**src/inc/idt_pkg.sv**
```systemverilog
// constants, opcode patterns and decode types for instruction decode timing
package idt_pkg;

	// ========================================================================
	// widths and timing
	localparam int IDT_INSTR_W       = 14;
	localparam int IDT_CLK_PER_CYCLE = 4;
	localparam int IDT_RD_PHASE      = 1;
	localparam int IDT_FILE_MAX      = 8'h7f;
	localparam logic [5:0] IDT_IND_HI = 6'h00;

	// ========================================================================
	// opcode patterns, matched as (word & mask) == value
	localparam logic [13:0] IDT_OP_CALL     = 14'h2000;
	localparam logic [13:0] IDT_MK_CALL     = 14'h3800;
	localparam logic [13:0] IDT_OP_JUMP     = 14'h2800;
	localparam logic [13:0] IDT_MK_JUMP     = 14'h3800;
	localparam logic [13:0] IDT_OP_RBRA     = 14'h3200;
	localparam logic [13:0] IDT_MK_RBRA     = 14'h3e00;
	localparam logic [13:0] IDT_OP_CALLACC  = 14'h000a;
	localparam logic [13:0] IDT_OP_BRACC    = 14'h000b;
	localparam logic [13:0] IDT_OP_RET      = 14'h0008;
	localparam logic [13:0] IDT_OP_RETINT   = 14'h0009;
	localparam logic [13:0] IDT_MK_EXACT    = 14'h3fff;
	localparam logic [13:0] IDT_OP_RETLIT   = 14'h3400;
	localparam logic [13:0] IDT_OP_DECSKIP  = 14'h0b00;
	localparam logic [13:0] IDT_OP_INCSKIP  = 14'h0f00;
	localparam logic [13:0] IDT_MK_BYTEOP   = 14'h3f00;
	localparam logic [13:0] IDT_OP_SKIPCLR  = 14'h1800;
	localparam logic [13:0] IDT_OP_SKIPSET  = 14'h1c00;
	localparam logic [13:0] IDT_MK_BITOP    = 14'h3c00;
	localparam logic [13:0] IDT_OP_CLRACC   = 14'h0100;
	localparam logic [13:0] IDT_MK_CLRACC   = 14'h3ffc;
	localparam logic [13:0] IDT_OP_PTRINC   = 14'h0010;
	localparam logic [13:0] IDT_MK_PTRINC   = 14'h3ff0;
	localparam logic [13:0] IDT_OP_PTROFS   = 14'h3f00;
	localparam logic [13:0] IDT_MK_PTROFS   = 14'h3f00;

	// ========================================================================
	// decode types
	typedef enum logic [1:0] {
		IDT_FMT_BYTE,
		IDT_FMT_BIT,
		IDT_FMT_LIT
	} idt_fmt_type;

	typedef enum logic [2:0] {
		IDT_CLS_PLAIN,
		IDT_CLS_CALL,
		IDT_CLS_RETURN,
		IDT_CLS_BRANCH,
		IDT_CLS_SKIP_ZERO,
		IDT_CLS_SKIP_CLR,
		IDT_CLS_SKIP_SET
	} idt_cls_type;

	typedef enum logic [1:0] {
		IDT_MODE_PRE_INC,
		IDT_MODE_PRE_DEC,
		IDT_MODE_POST_INC,
		IDT_MODE_POST_DEC
	} idt_mode_type;

	typedef struct packed {
		idt_fmt_type  fmt;
		idt_cls_type  cls;
		logic         file_acc;
		logic         file_wr;
		logic         acc_wr;
		logic         indirect;
		logic         ptr_sel;
		logic [6:0]   file_addr;
		logic [2:0]   bit_sel;
		logic [7:0]   literal;
		logic [10:0]  target;
		logic [8:0]   offset;
		logic [5:0]   ptr_ofs;
		idt_mode_type mode;
	} idt_dec_type;

endpackage

```
**src/idt_instruction_decode_timing.sv**
```systemverilog
// instruction decode and instruction-cycle timing for the 8-bit core
`timescale 1ns/1ns
// What this block does
// - each instruction is one 14-bit word with opcode and all operands.
// - every opcode sorts into byte, bit, or literal/control format.
// - instructions outside the exceptions finish in one instruction cycle.
// - direct call and call-by-accumulator take two cycles.
// - return, return with literal, return from interrupt take two cycles.
// - jumps, branches and taken skips take two cycles.
// - indirect access while pointer aims at program memory adds a cycle.
// - one instruction cycle is four oscillator clocks.
// - file instructions read, modify, then store per instruction or d.
// - the file register is read even when only written.
// - file address spans 0x00 to 0x7f within one bank.
// - bit operand picks one bit of the 8-bit file register.
// - d zero stores to accumulator, d one stores to file register.
// - don't-care bits do not change execution.
// - pointer operand selects file select pointer zero or one.
// - increment forms carry pre/post increment/decrement mode.
// - literal operands come straight from the literal field.
// - bit select field is 3 bits, file address 7 bits.
// - call and jump carry an 11-bit target in the low bits.
// - relative branch carries a 9-bit offset field.
module idt_instruction_decode_timing #(
	parameter int INSTR_W       = idt_pkg::IDT_INSTR_W,
	parameter int CLK_PER_CYCLE = idt_pkg::IDT_CLK_PER_CYCLE
) (
	// clock and reset
	input  wire logic                 clk,
	input  wire logic                 resetn,
	// program memory side
	input  wire logic [INSTR_W-1:0]   instr_word,
	output logic                      instr_take,
	// datapath status
	input  wire logic [1:0]           ptr_in_prog,
	input  wire logic                 alu_zero,
	input  wire logic                 tested_bit,
	// decoded instruction
	output idt_pkg::idt_dec_type      dec,
	output logic                      exec_active,
	output logic                      nop_cycle,
	output logic                      stall_cycle,
	// timing
	output logic [1:0]                phase,
	output logic                      cycle_end,
	// file register access strobes
	output logic                      file_rd,
	output logic                      file_wr,
	output logic                      acc_wr,
	// completion
	output logic                      instr_done,
	output logic [1:0]                instr_cycles
);
	import idt_pkg::*;

	// ========================================================================
	// elaboration checks
	initial begin
		if (INSTR_W != IDT_INSTR_W)
			$error("instruction word must be 14 bits");
		if (CLK_PER_CYCLE != IDT_CLK_PER_CYCLE)
			$error("instruction cycle must span four clocks");
		// the read strobe must land before the store strobe of the cycle
		if (IDT_RD_PHASE >= CLK_PER_CYCLE - 1)
			$error("file read slot must precede the store slot");
		if (IDT_FILE_MAX != (1 << 7) - 1)
			$error("file address field must be 7 bits");
		if ($bits(idt_dec_type) != 56)
			$error("decoded word layout changed");
	end

	// ========================================================================
	// decode functions
	function automatic logic op_is(input logic [13:0] w,
		input logic [13:0] val, input logic [13:0] mask);
		op_is = (w & mask) == val;
	endfunction

	// cycle class of a word; skips are sorted by the condition they test
	function automatic idt_cls_type cls_of(input logic [13:0] w);
		if (op_is(w, IDT_OP_CALL, IDT_MK_CALL) ||
			op_is(w, IDT_OP_CALLACC, IDT_MK_EXACT))
			cls_of = IDT_CLS_CALL;
		else if (op_is(w, IDT_OP_RET, IDT_MK_EXACT) ||
			op_is(w, IDT_OP_RETINT, IDT_MK_EXACT) ||
			op_is(w, IDT_OP_RETLIT, IDT_MK_BYTEOP))
			cls_of = IDT_CLS_RETURN;
		else if (op_is(w, IDT_OP_JUMP, IDT_MK_JUMP) ||
			op_is(w, IDT_OP_RBRA, IDT_MK_RBRA) ||
			op_is(w, IDT_OP_BRACC, IDT_MK_EXACT))
			cls_of = IDT_CLS_BRANCH;
		else if (op_is(w, IDT_OP_DECSKIP, IDT_MK_BYTEOP) ||
			op_is(w, IDT_OP_INCSKIP, IDT_MK_BYTEOP))
			cls_of = IDT_CLS_SKIP_ZERO;
		else if (op_is(w, IDT_OP_SKIPCLR, IDT_MK_BITOP))
			cls_of = IDT_CLS_SKIP_CLR;
		else if (op_is(w, IDT_OP_SKIPSET, IDT_MK_BITOP))
			cls_of = IDT_CLS_SKIP_SET;
		else
			cls_of = IDT_CLS_PLAIN;
	endfunction

	function automatic idt_dec_type decode(input logic [13:0] w);
		idt_dec_type r;
		logic        byte_lit;
		logic        ptr_inc;
		logic        ptr_ofs;
		r        = '0;
		// five byte-format opcodes live in the 11 group
		byte_lit = (w[13:12] == 2'b11) && ((w[11:8] == 4'h5) ||
			(w[11:8] == 4'h6) || (w[11:8] == 4'h7) ||
			(w[11:8] == 4'hb) || (w[11:8] == 4'hd));
		ptr_inc  = op_is(w, IDT_OP_PTRINC, IDT_MK_PTRINC);
		ptr_ofs  = op_is(w, IDT_OP_PTROFS, IDT_MK_PTROFS);
		if (w[13:12] == 2'b01)
			r.fmt = IDT_FMT_BIT;
		else if (((w[13:12] == 2'b00) && (w[11:7] != 5'h00)) || byte_lit)
			r.fmt = IDT_FMT_BYTE;
		else
			r.fmt = IDT_FMT_LIT;
		// operand fields, straight slices of the word
		r.file_addr = w[6:0];
		r.bit_sel   = w[9:7];
		r.literal   = w[7:0];
		r.target    = w[10:0];
		r.offset    = w[8:0];
		r.ptr_ofs   = w[5:0];
		r.mode      = idt_mode_type'(w[1:0]);
		// cycle class
		r.cls = cls_of(w);
		// read-modify-write targets
		if (r.fmt == IDT_FMT_BYTE) begin
			r.file_acc = !op_is(w, IDT_OP_CLRACC, IDT_MK_CLRACC);
			r.file_wr  = r.file_acc && w[7];
			r.acc_wr   = !w[7];
		end else if (r.fmt == IDT_FMT_BIT) begin
			r.file_acc = 1'b1;
			r.file_wr  = !w[11];
		end else begin
			r.acc_wr   = op_is(w, IDT_OP_RETLIT, IDT_MK_BYTEOP);
		end
		// indirect port, pointer picked by the low address bit, or by w[2] / w[6] in the pointer forms
		if (r.file_acc && (w[6:1] == IDT_IND_HI)) begin
			r.indirect = 1'b1;
			r.ptr_sel  = w[0];
		end else if (ptr_inc) begin
			r.indirect = 1'b1;
			r.ptr_sel  = w[2];
		end else if (ptr_ofs) begin
			r.indirect = 1'b1;
			r.ptr_sel  = w[6];
		end
		return r;
	endfunction

	function automatic logic needs_flush(input idt_dec_type d,
		input logic zero, input logic bitv);
		unique case (d.cls)
			IDT_CLS_CALL, IDT_CLS_RETURN, IDT_CLS_BRANCH:
				needs_flush = 1'b1;
			IDT_CLS_SKIP_ZERO: needs_flush = zero;
			IDT_CLS_SKIP_CLR:  needs_flush = !bitv;
			IDT_CLS_SKIP_SET:  needs_flush = bitv;
			IDT_CLS_PLAIN:     needs_flush = 1'b0;
			default:           needs_flush = 1'b0;
		endcase
	endfunction

	// ========================================================================
	// oscillator-phase divider
	typedef enum logic [1:0] {
		IDT_ST_EXEC,
		IDT_ST_STALL,
		IDT_ST_FLUSH
	} idt_state_type;

	localparam logic [1:0] PH_LAST = 2'(CLK_PER_CYCLE - 1);
	localparam logic [1:0] PH_RD   = 2'(IDT_RD_PHASE);

	logic [1:0]    phase_q;
	logic [1:0]    phase_d;
	idt_state_type state_q;
	idt_state_type state_d;
	idt_dec_type   dec_q;
	logic          flush_pend_q;
	logic          flush_pend_d;
	logic [1:0]    count_q;
	logic [1:0]    count_d;
	logic [1:0]    cycles_q;
	logic          done_q;

	wire logic end_w = phase_q == PH_LAST;
	wire logic in_exec_w  = state_q == IDT_ST_EXEC;
	// skip outcome uses the datapath status as it stands at phase 3;
	// the datapath must have alu_zero and tested_bit settled by then
	wire logic flush_w = needs_flush(dec_q, alu_zero, tested_bit);
	// extra cycle when the chosen pointer aims at program memory
	// ptr_in_prog is a level, so a pointer moved by the word itself
	// only counts from the next word on
	wire logic sel_ptr_w   = dec_q.ptr_sel;
	wire logic aims_prog_w = ptr_in_prog[sel_ptr_w];
	wire logic stall_w     = dec_q.indirect && aims_prog_w;

	assign phase_d = end_w ? 2'h0 : phase_q + 2'h1;

	always_ff @(posedge clk) begin
		if (!resetn)
			phase_q <= 2'h0;
		else
			phase_q <= phase_d;
	end

	// ========================================================================
	// instruction cycle sequencer
	// a two-cycle word spends its second cycle on the prefetched word,
	// which is dropped rather than executed: cheaper than undoing it
	always_comb begin
		state_d      = state_q;
		flush_pend_d = flush_pend_q;
		unique case (state_q)
			IDT_ST_EXEC: begin
				flush_pend_d = flush_w;
				if (stall_w)
					state_d = IDT_ST_STALL;
				else if (flush_w)
					state_d = IDT_ST_FLUSH;
				else
					state_d = IDT_ST_EXEC;
			end
			IDT_ST_STALL: begin
				state_d = flush_pend_q ? IDT_ST_FLUSH : IDT_ST_EXEC;
			end
			IDT_ST_FLUSH: begin
				flush_pend_d = 1'b0;
				state_d      = IDT_ST_EXEC;
			end
			// an upset code falls back to a discard cycle, never a word
			default: begin
				flush_pend_d = 1'b0;
				state_d      = IDT_ST_FLUSH;
			end
		endcase
	end

	// ========================================================================
	// word bookkeeping
	// a word loads at a boundary whose next cycle is an execute cycle
	wire logic load_w = end_w && (state_d == IDT_ST_EXEC);

	// the discard cycle after reset belongs to no word, so nothing
	// completes until a first word has really been loaded
	logic       loaded_q;
	logic       loaded_d;
	logic       fin_w;
	logic       done_d;
	logic [1:0] cycles_d;

	assign loaded_d = loaded_q || load_w;

	// a word is finished at the boundary where the next one loads:
	// after its execute, its stall or its discard cycle
	assign fin_w  = load_w && loaded_q;
	assign done_d = fin_w;

	// count_q holds the cycles spent so far on the word in hand,
	// the one now ending included; three at the most
	assign count_d  = load_w ? 2'h1 :
		(end_w ? count_q + 2'h1 : count_q);
	assign cycles_d = fin_w ? count_q : cycles_q;

	always_ff @(posedge clk) begin
		if (!resetn) begin
			state_q      <= IDT_ST_FLUSH;
			flush_pend_q <= 1'b0;
		end else if (end_w) begin
			state_q      <= state_d;
			flush_pend_q <= flush_pend_d;
		end
	end

	// whole word captured once per word, at its load boundary; flushed words never load
	always_ff @(posedge clk) begin
		if (!resetn)
			dec_q <= '0;
		else if (load_w)
			dec_q <= decode(instr_word);
	end

	// count_q tracks cycles spent on the current word
	always_ff @(posedge clk) begin
		if (!resetn) begin
			loaded_q <= 1'b0;
			count_q  <= 2'h0;
			cycles_q <= 2'h0;
			done_q   <= 1'b0;
		end else begin
			loaded_q <= loaded_d;
			count_q  <= count_d;
			cycles_q <= cycles_d;
			done_q   <= done_d;
		end
	end

	// ========================================================================
	// read-modify-write strobes
	// the read fires for every byte- and bit-format word except clear-accumulator, even pure stores
	wire logic rd_slot_w = phase_q == PH_RD;
	wire logic wr_slot_w = in_exec_w && end_w;
	// stall and discard cycles never strobe: the stored result belongs
	// to the execute cycle alone
	assign file_rd = in_exec_w && rd_slot_w && dec_q.file_acc;
	assign file_wr = wr_slot_w && dec_q.file_wr;
	assign acc_wr  = wr_slot_w && dec_q.acc_wr;

	// ========================================================================
	// outputs
	assign dec          = dec_q;
	assign exec_active  = in_exec_w;
	assign nop_cycle    = state_q == IDT_ST_FLUSH;
	assign stall_cycle  = state_q == IDT_ST_STALL;
	assign phase        = phase_q;
	assign cycle_end    = end_w;
	assign instr_take   = end_w;
	assign instr_done   = done_q;
	assign instr_cycles = cycles_q;

endmodule // idt_instruction_decode_timing

```
**config.mk**
```make
export PLATFORM = sky130hd
export DESIGN_NAME = idt_instruction_decode_timing
export DESIGN_NICKNAME = d
export VERILOG_FILES = /design/src/inc/idt_pkg.sv /design/src/idt_instruction_decode_timing.sv
export SDC_FILE = /design/constraint.sdc
export NUM_CORES = 1
export LEC_CHECK = 0
export BUFFER_PORTS_ARGS = -buffer_cell sky130_fd_sc_hd__buf_2
export CORE_UTILIZATION = 46
export DETAILED_ROUTE_END_ITERATION = 6
export PLACE_DENSITY = 0.79
export SYNTH_ARGS = -nofsm -noshare
export SYNTH_HDL_FRONTEND = slang
export SYNTH_SLANG_ARGS = --single-unit
```
**constraint.sdc**
```tcl
create_clock -name clk -period 2 [get_ports clk]
set_input_delay 0.4 -clock clk [delete_from_list [all_inputs] [get_ports clk]]
set_output_delay 0.4 -clock clk [all_outputs]
set_load 0.05 [all_outputs]
```
# Word level (Yosys, flattened, before mapping)
# Index checks and enable logic that the tools add are counted.
[totals]
regBits = 67
latchBits = 0
mem_bits_rw = 0
rom_bits = 0
in_bits = 20
out_inout_bits = 69
wordCells = 127
n_memories = 0
[classes]
n_addsub = 2
multipliers = 0
div = 0
n_lt_le_gt_ge = 1
n_eq_ne = 33
n_shift = 0
muxes = 28
n_bitwise = 2
reduce_logical = 39
[op_table]
columns = ["operator", "count"]
rows = [
  ["equality test 14 x 4 -> 1 bit (second input constant)", 4],
  ["2-to-1 mux 3 bit", 9],
  ["2-to-1 mux 2 bit", 11],
  ["equality test 4 x 3 -> 1 bit (second input constant)", 5],
  ["equality test 3 bit (second input constant)", 5],
  ["equality test 12 x 7 -> 1 bit (second input constant)", 1],
  ["equality test 6 x 4 -> 1 bit (second input constant)", 2],
  ["equality test 6 bit (second input constant)", 2],
  ["logical AND 1 bit", 12],
  ["logical OR 1 bit", 12],
  ["equality test 10 x 1 -> 1 bit (second input constant)", 1],
  ["equality test 2 x 1 -> 1 bit (second input constant)", 4],
  ["equality test 4 bit (second input constant)", 2],
  ["zero test 2 bit", 4],
  ["equality test 2 bit (second input constant)", 3],
  ["equality test 3 x 2 -> 1 bit (second input constant)", 2],
  ["zero test 6 bit", 1],
  ["one-hot mux 2 bit (3 select lines)", 1],
  ["equality test 5 bit (second input constant)", 1],
  ["2-to-1 mux 1 bit", 5],
  ["nonzero test 5 bit", 1],
  ["adder 2 x 1 -> 2 bit (second input constant)", 2],
  ["zero test 1 bit", 4],
  ["one-hot mux 1 bit (4 select lines)", 1],
  ["other kinds (8)", 10],
]

# Longest topological paths before layout
[depth]
ltp_word = 18
ltp_mapped = 9
mapped_depth_nobuf = 5

# Worst setup path before layout
# No wires, ideal clock.
[synth_path]
path_type = "reg2reg"
from = "register phase_q[0], in the netlist phase[0]"
to = "register cycles_q[1], in the netlist instr_cycles[1]"
arrival_ns = 2.491
required_ns = 1.885
slack_ns = -0.606
stages_incl_launch_ff = 9
path_buffers = 3
synth_period_minus_slack_ns = 2.606
cell_sequence = "dfxtp_1 -> ha_1 -> clkbuf_1 -> nand2_1 -> a211oi_1 -> buf_6 -> buf_2 -> a21boi_0 -> o21a_1"
[synth_between]
elab_chain_cells = 3
[synth_lines]
columns = ["item", "line_no", "rtl"]
rows = [
  ["start, declared", "idt_instruction_decode_timing.sv:180", "logic [1:0] phase_q;"],
  ["start signal, assigned", "idt_instruction_decode_timing.sv:210", "phase_q <= phase_d;"],
  ["equality test 2 bit", "idt_instruction_decode_timing.sv:192", "wire logic end_w = phase_q == PH_LAST;"],
  ["via cycle_end", "idt_instruction_decode_timing.sv:45", "output logic cycle_end,"],
  ["logical AND 1 bit", "idt_instruction_decode_timing.sv:248", "wire logic load_w = end_w && (state_d == IDT_ST_EXEC);"],
  ["logical AND 1 bit", "idt_instruction_decode_timing.sv:262", "assign fin_w = load_w && loaded_q;"],
  ["end signal, assigned", "idt_instruction_decode_timing.sv:299", "cycles_q <= cycles_d;"],
  ["end, declared", "idt_instruction_decode_timing.sv:189", "logic [1:0] cycles_q;"],
]
# The timed path passes the listed nets, and every way through them passes these cells.
# A chain may end at the register's enable or synchronous reset.

# Final worst setup path
[layout_path]
from = "register state_q[1]"
to = "output file_rd"
[layout_between]
elab_chain_cells = 3
[layout_lines]
columns = ["item", "line_no", "rtl"]
rows = [
  ["start, declared", "idt_instruction_decode_timing.sv:182", "idt_state_type state_q;"],
  ["start signal, assigned", "idt_instruction_decode_timing.sv:276", "state_q <= state_d;"],
  ["zero test 2 bit", "idt_instruction_decode_timing.sv:193", "wire logic in_exec_w = state_q == IDT_ST_EXEC;"],
  ["logical AND 1 bit (2 in a row)", "idt_instruction_decode_timing.sv:311", "assign file_rd = in_exec_w && rd_slot_w && dec_q.file_acc;"],
  ["end, declared", "idt_instruction_decode_timing.sv:47", "output logic file_rd,"],
]
# Every way passes these cells.

==> flow_summary.yaml <==
power_and_ir_drop:
  leakage_nw: 1.16
  total_power_mw: 1.65
  p_per_area_mw_per_mm2: 716
  ir_drop_mv: 0.448
logic_synthesis:
  ys_warn_count: 0
  yosys_most_used_dff: "dfxtp_1"
  yosys.cell_types.count: 41
  postSynthAreaPerCell_um2: 8.85
  yosysSeqAreaShare: 0.338
  synth_edf_count: 0
  syn_area_mm2: 0.00189
  synthArstFlopShare: 0
  ys_seq_elements: 32
  syn-num-nets: 236
  syn_inst: 214
global_routing:
  antenna_found_initial: 0
  met3_usage: 0.0431
  grt_busiest_layer: "met2"
  gr-usage-met1: 0.238
  grt_pass1_wl_um: 6240
  grt_overflow: 0
  track_usage: 0.187
  grt_max_degree: 34
  grt_pass1_vias: 1339
  grt_use_met2: 0.311
floorplanning:
  initial_core_util: 0.498
  core_mm2: 0.00380
  ioPinCount: 89
  dieArea_mm2: 0.00438
  dieHeight_um: 66.2
  core.rowCount: 22
  die_w_um: 66.2
detailed_routing:
  antenna_left: 0
  firstDrtPassIters: 4
  drc: 0
  avgViaCountPerCell: 5.09
  wl_per_cell_um: 12.5
  wirelength_um: 4050
  drtIter0Drc: 84
  num_vias: 1645
setup_path:
  cp.required_ns: 1.60
  crit_family: "simple AND/OR/NAND/NOR gates"
  crit_chain: "or2_2 > inv_1 > and3_1 > buf_2"
  start_kind: "register"
  crit_buf_inv: 2
  crit_slowest_cell: "or2_2"
  reg2reg_slack_ns: 0.16
  crit_type: "reg2out"
  crit_end: "file_rd"
  cp_slowest_stage_delay_ns: 0.35
  reg2reg_depth: 7
  setup.worst_path.end_class: "primary output"
  crit_start: "state_q[1]$_SDFFE_PN1P_"
  r2r-start: "state_q[1]$_SDFFE_PN1P_"
  cp_max_fo: 5
  crit_cells: 4
  r2r-end: "instr_cycles[0]$_SDFFE_PN0P_"
  cp_data_arrival_time_ns: 1.46
timing:
  layout_setup_ws_ns: 0.136
  slew_viol_final: 0
  holdWs_ns: 0.432
  grt_setup_unrepaired: "no"
  worst_pin_slew_ns: 0.560
  final.min_clock_period_ns: 1.86
  hold_viol: 0
  setup_viol_count_final: 0
  period_share: 0.932
  relSlewSlack: 0.623
  fmax_ghz: 0.537
  fin_skew_ns: 0.00675
clock_network:
  worstSkewPairLatency_ns: 0.27
  clock_path_buffers: 2
  cts_max_level: 2
  cts_root_buffer: "clkbuf_8"
  cts_hold_buf: 0
  path_clk_slew_ns: 0.06
  cts.sinks: 32
  cts_buffers: 5
  cts_tree: "done"
placement:
  hpwl_um: 3070
  dpl-instance-area_mm2: 0.00217
  io_buffer_count: 88
  pre_cts_ws_ns: -0.143
  gp_congestion: 0.815
final_layout:
  antenna_cells: 0
  drive_gt1_frac: 0.422
  area_delta_synth_final_pct: 21.5
  fin_area_mm2: 0.00230
  utilization: 0.605
  fillers: 344
  nets: 296
run_status:
  status: "completed"
hold_path:
  hold_class: "in2reg"
  hp-start: "instr_word[2]"
job:
  cap_viol_max_count: 0
==> final cells by class <==
cell class	count	area (µm²)	share of cell area
flip-flops and latches	32	648	0.282
well taps	48	60.1	0.0261
inverters	6	22.5	0.00979
repair buffers	101	563	0.245
multi-input cells	128	916	0.398
clock buffers	8	90.1	0.0392
==> per-layer routing <==
| layer | share of wire | vias to the layer above | routed length (µm) |
|---|---|---|---|
| met5 | 0 | - | 0 |
| met2 | 0.49 | 56 | 1970 |
| met4 | 0.0062 | 0 | 25 |
| met1 | 0.45 | 752 | 1810 |
| met3 | 0.061 | 4 | 245 |
| li1 | - | 833 | - |
==> Yosys cell counts (4+ instances only) <==
cell | instances | area (µm²)
a21boi_0 | 4 | 30.0
clkbuf_1 | 6 | 22.5
nor2_1 | 8 | 30.0
and3_1 | 8 | 50.1
dfxtp_1 | 32 | 641
nand2_1 | 10 | 37.5
inv_1 | 6 | 22.5
o21ai_0 | 8 | 40.0
a31oi_1 | 5 | 31.3
buf_4 | 37 | 278
mux2i_1 | 15 | 150
nor2b_1 | 18 | 113
nand3_1 | 6 | 30.0
==> per-stage QoR <==
step	std cells	setup TNS, ns
final	323	0
after global routing	323	0
after CTS	320	0
after detailed placement	312	-1.82
after global placement	312	-0.748
after floorplan	214	0
==> worst min-delay path: cells and delay by family <==
family        cells  cell delay (ns)
mux               1             0.06
simple gates      1             0.10
buf+inv           1             0.10
==> how the worst min path moves through the flow <==
stage / endpoint / slack, ns / cells after the start
after floorplan: count_q[0]$_SDFFE_PN0P_ / 0.44 / 1
after global placement: phase[0]$_SDFF_PP0_ / 0.44 / 1
after detailed placement: phase[0]$_SDFF_PP0_ / 0.46 / 1
after CTS: dec[41]$_SDFFE_PN0P_ / 0.42 / 3
after global routing: dec[41]$_SDFFE_PN0P_ / 0.45 / 3
final: dec[41]$_SDFFE_PN0P_ / 0.43 / 3
==> sequential cells by signal (all words and copies together) (netlist names) <==
signal / cells
dec: 20
count_q: 2
instr_cycles: 2
phase: 2
state_q: 2
flush_pend_q: 1
instr_done: 1
loaded_q: 1
sel_ptr_w: 1
==> cell usage in the layout, fill, tap and decap left out, types with 2 or more instances in the layout <==
cell type / netlist / layout
mux2i_1: 15 / 15
o21a_1: 3 / 3
buf_12: 0 / 2
nand2b_1: 3 / 3
buf_2: 2 / 88
and3_1: 8 / 8
nor2_1: 8 / 8
buf_4: 37 / 11
nand3_1: 6 / 6
a31oi_1: 5 / 5
nor2b_1: 18 / 18
inv_1: 6 / 6
a21boi_0: 4 / 4
clkbuf_1: 6 / 2
a211oi_1: 3 / 2
nor4_1: 2 / 2
a21oi_1: 2 / 2
dfxtp_4: 0 / 2
dfxtp_1: 32 / 30
o211a_1: 3 / 3
nand3b_1: 3 / 3
nand2_1: 10 / 10
clkbuf_8: 0 / 6
o21ai_0: 8 / 8
nand4b_1: 2 / 2
o221ai_1: 3 / 3
nand4_1: 3 / 3
nor3b_1: 3 / 2
==> kinds of logic (layout without fill, tap and decap cells) <==
group,after synthesis,after routing,share of synthesized area
AO/OA/AOI/OAI,39,39,0.150
AND/OR/NAND/NOR,70,70,0.213
adder cells (fa/ha/maj),2,2,0.0132
XOR/XNOR,1,1,0.00463
flip-flops,32,32,0.338
buffers and inverters,54,115,0.194
multiplexers,16,16,0.0872
==> repair_timing <==
| action | CTS | global route |
|---|---|---|
| endpoints found under the setup margin | 0 | 16 |
| resized for setup | 0 | 1 |
| buffers inserted | 0 | 3 |
==> report_power, final <==
part	internal, mW	leakage, nW	switching [mW]
Sequential	0.668	0.261	0.0285
Clock	0.280	0.0455	0.215
Combinational	0.130	0.851	0.324
Total	1.08	1.16	0.568
No activity file was read; power rests on OpenSTA's default activity.
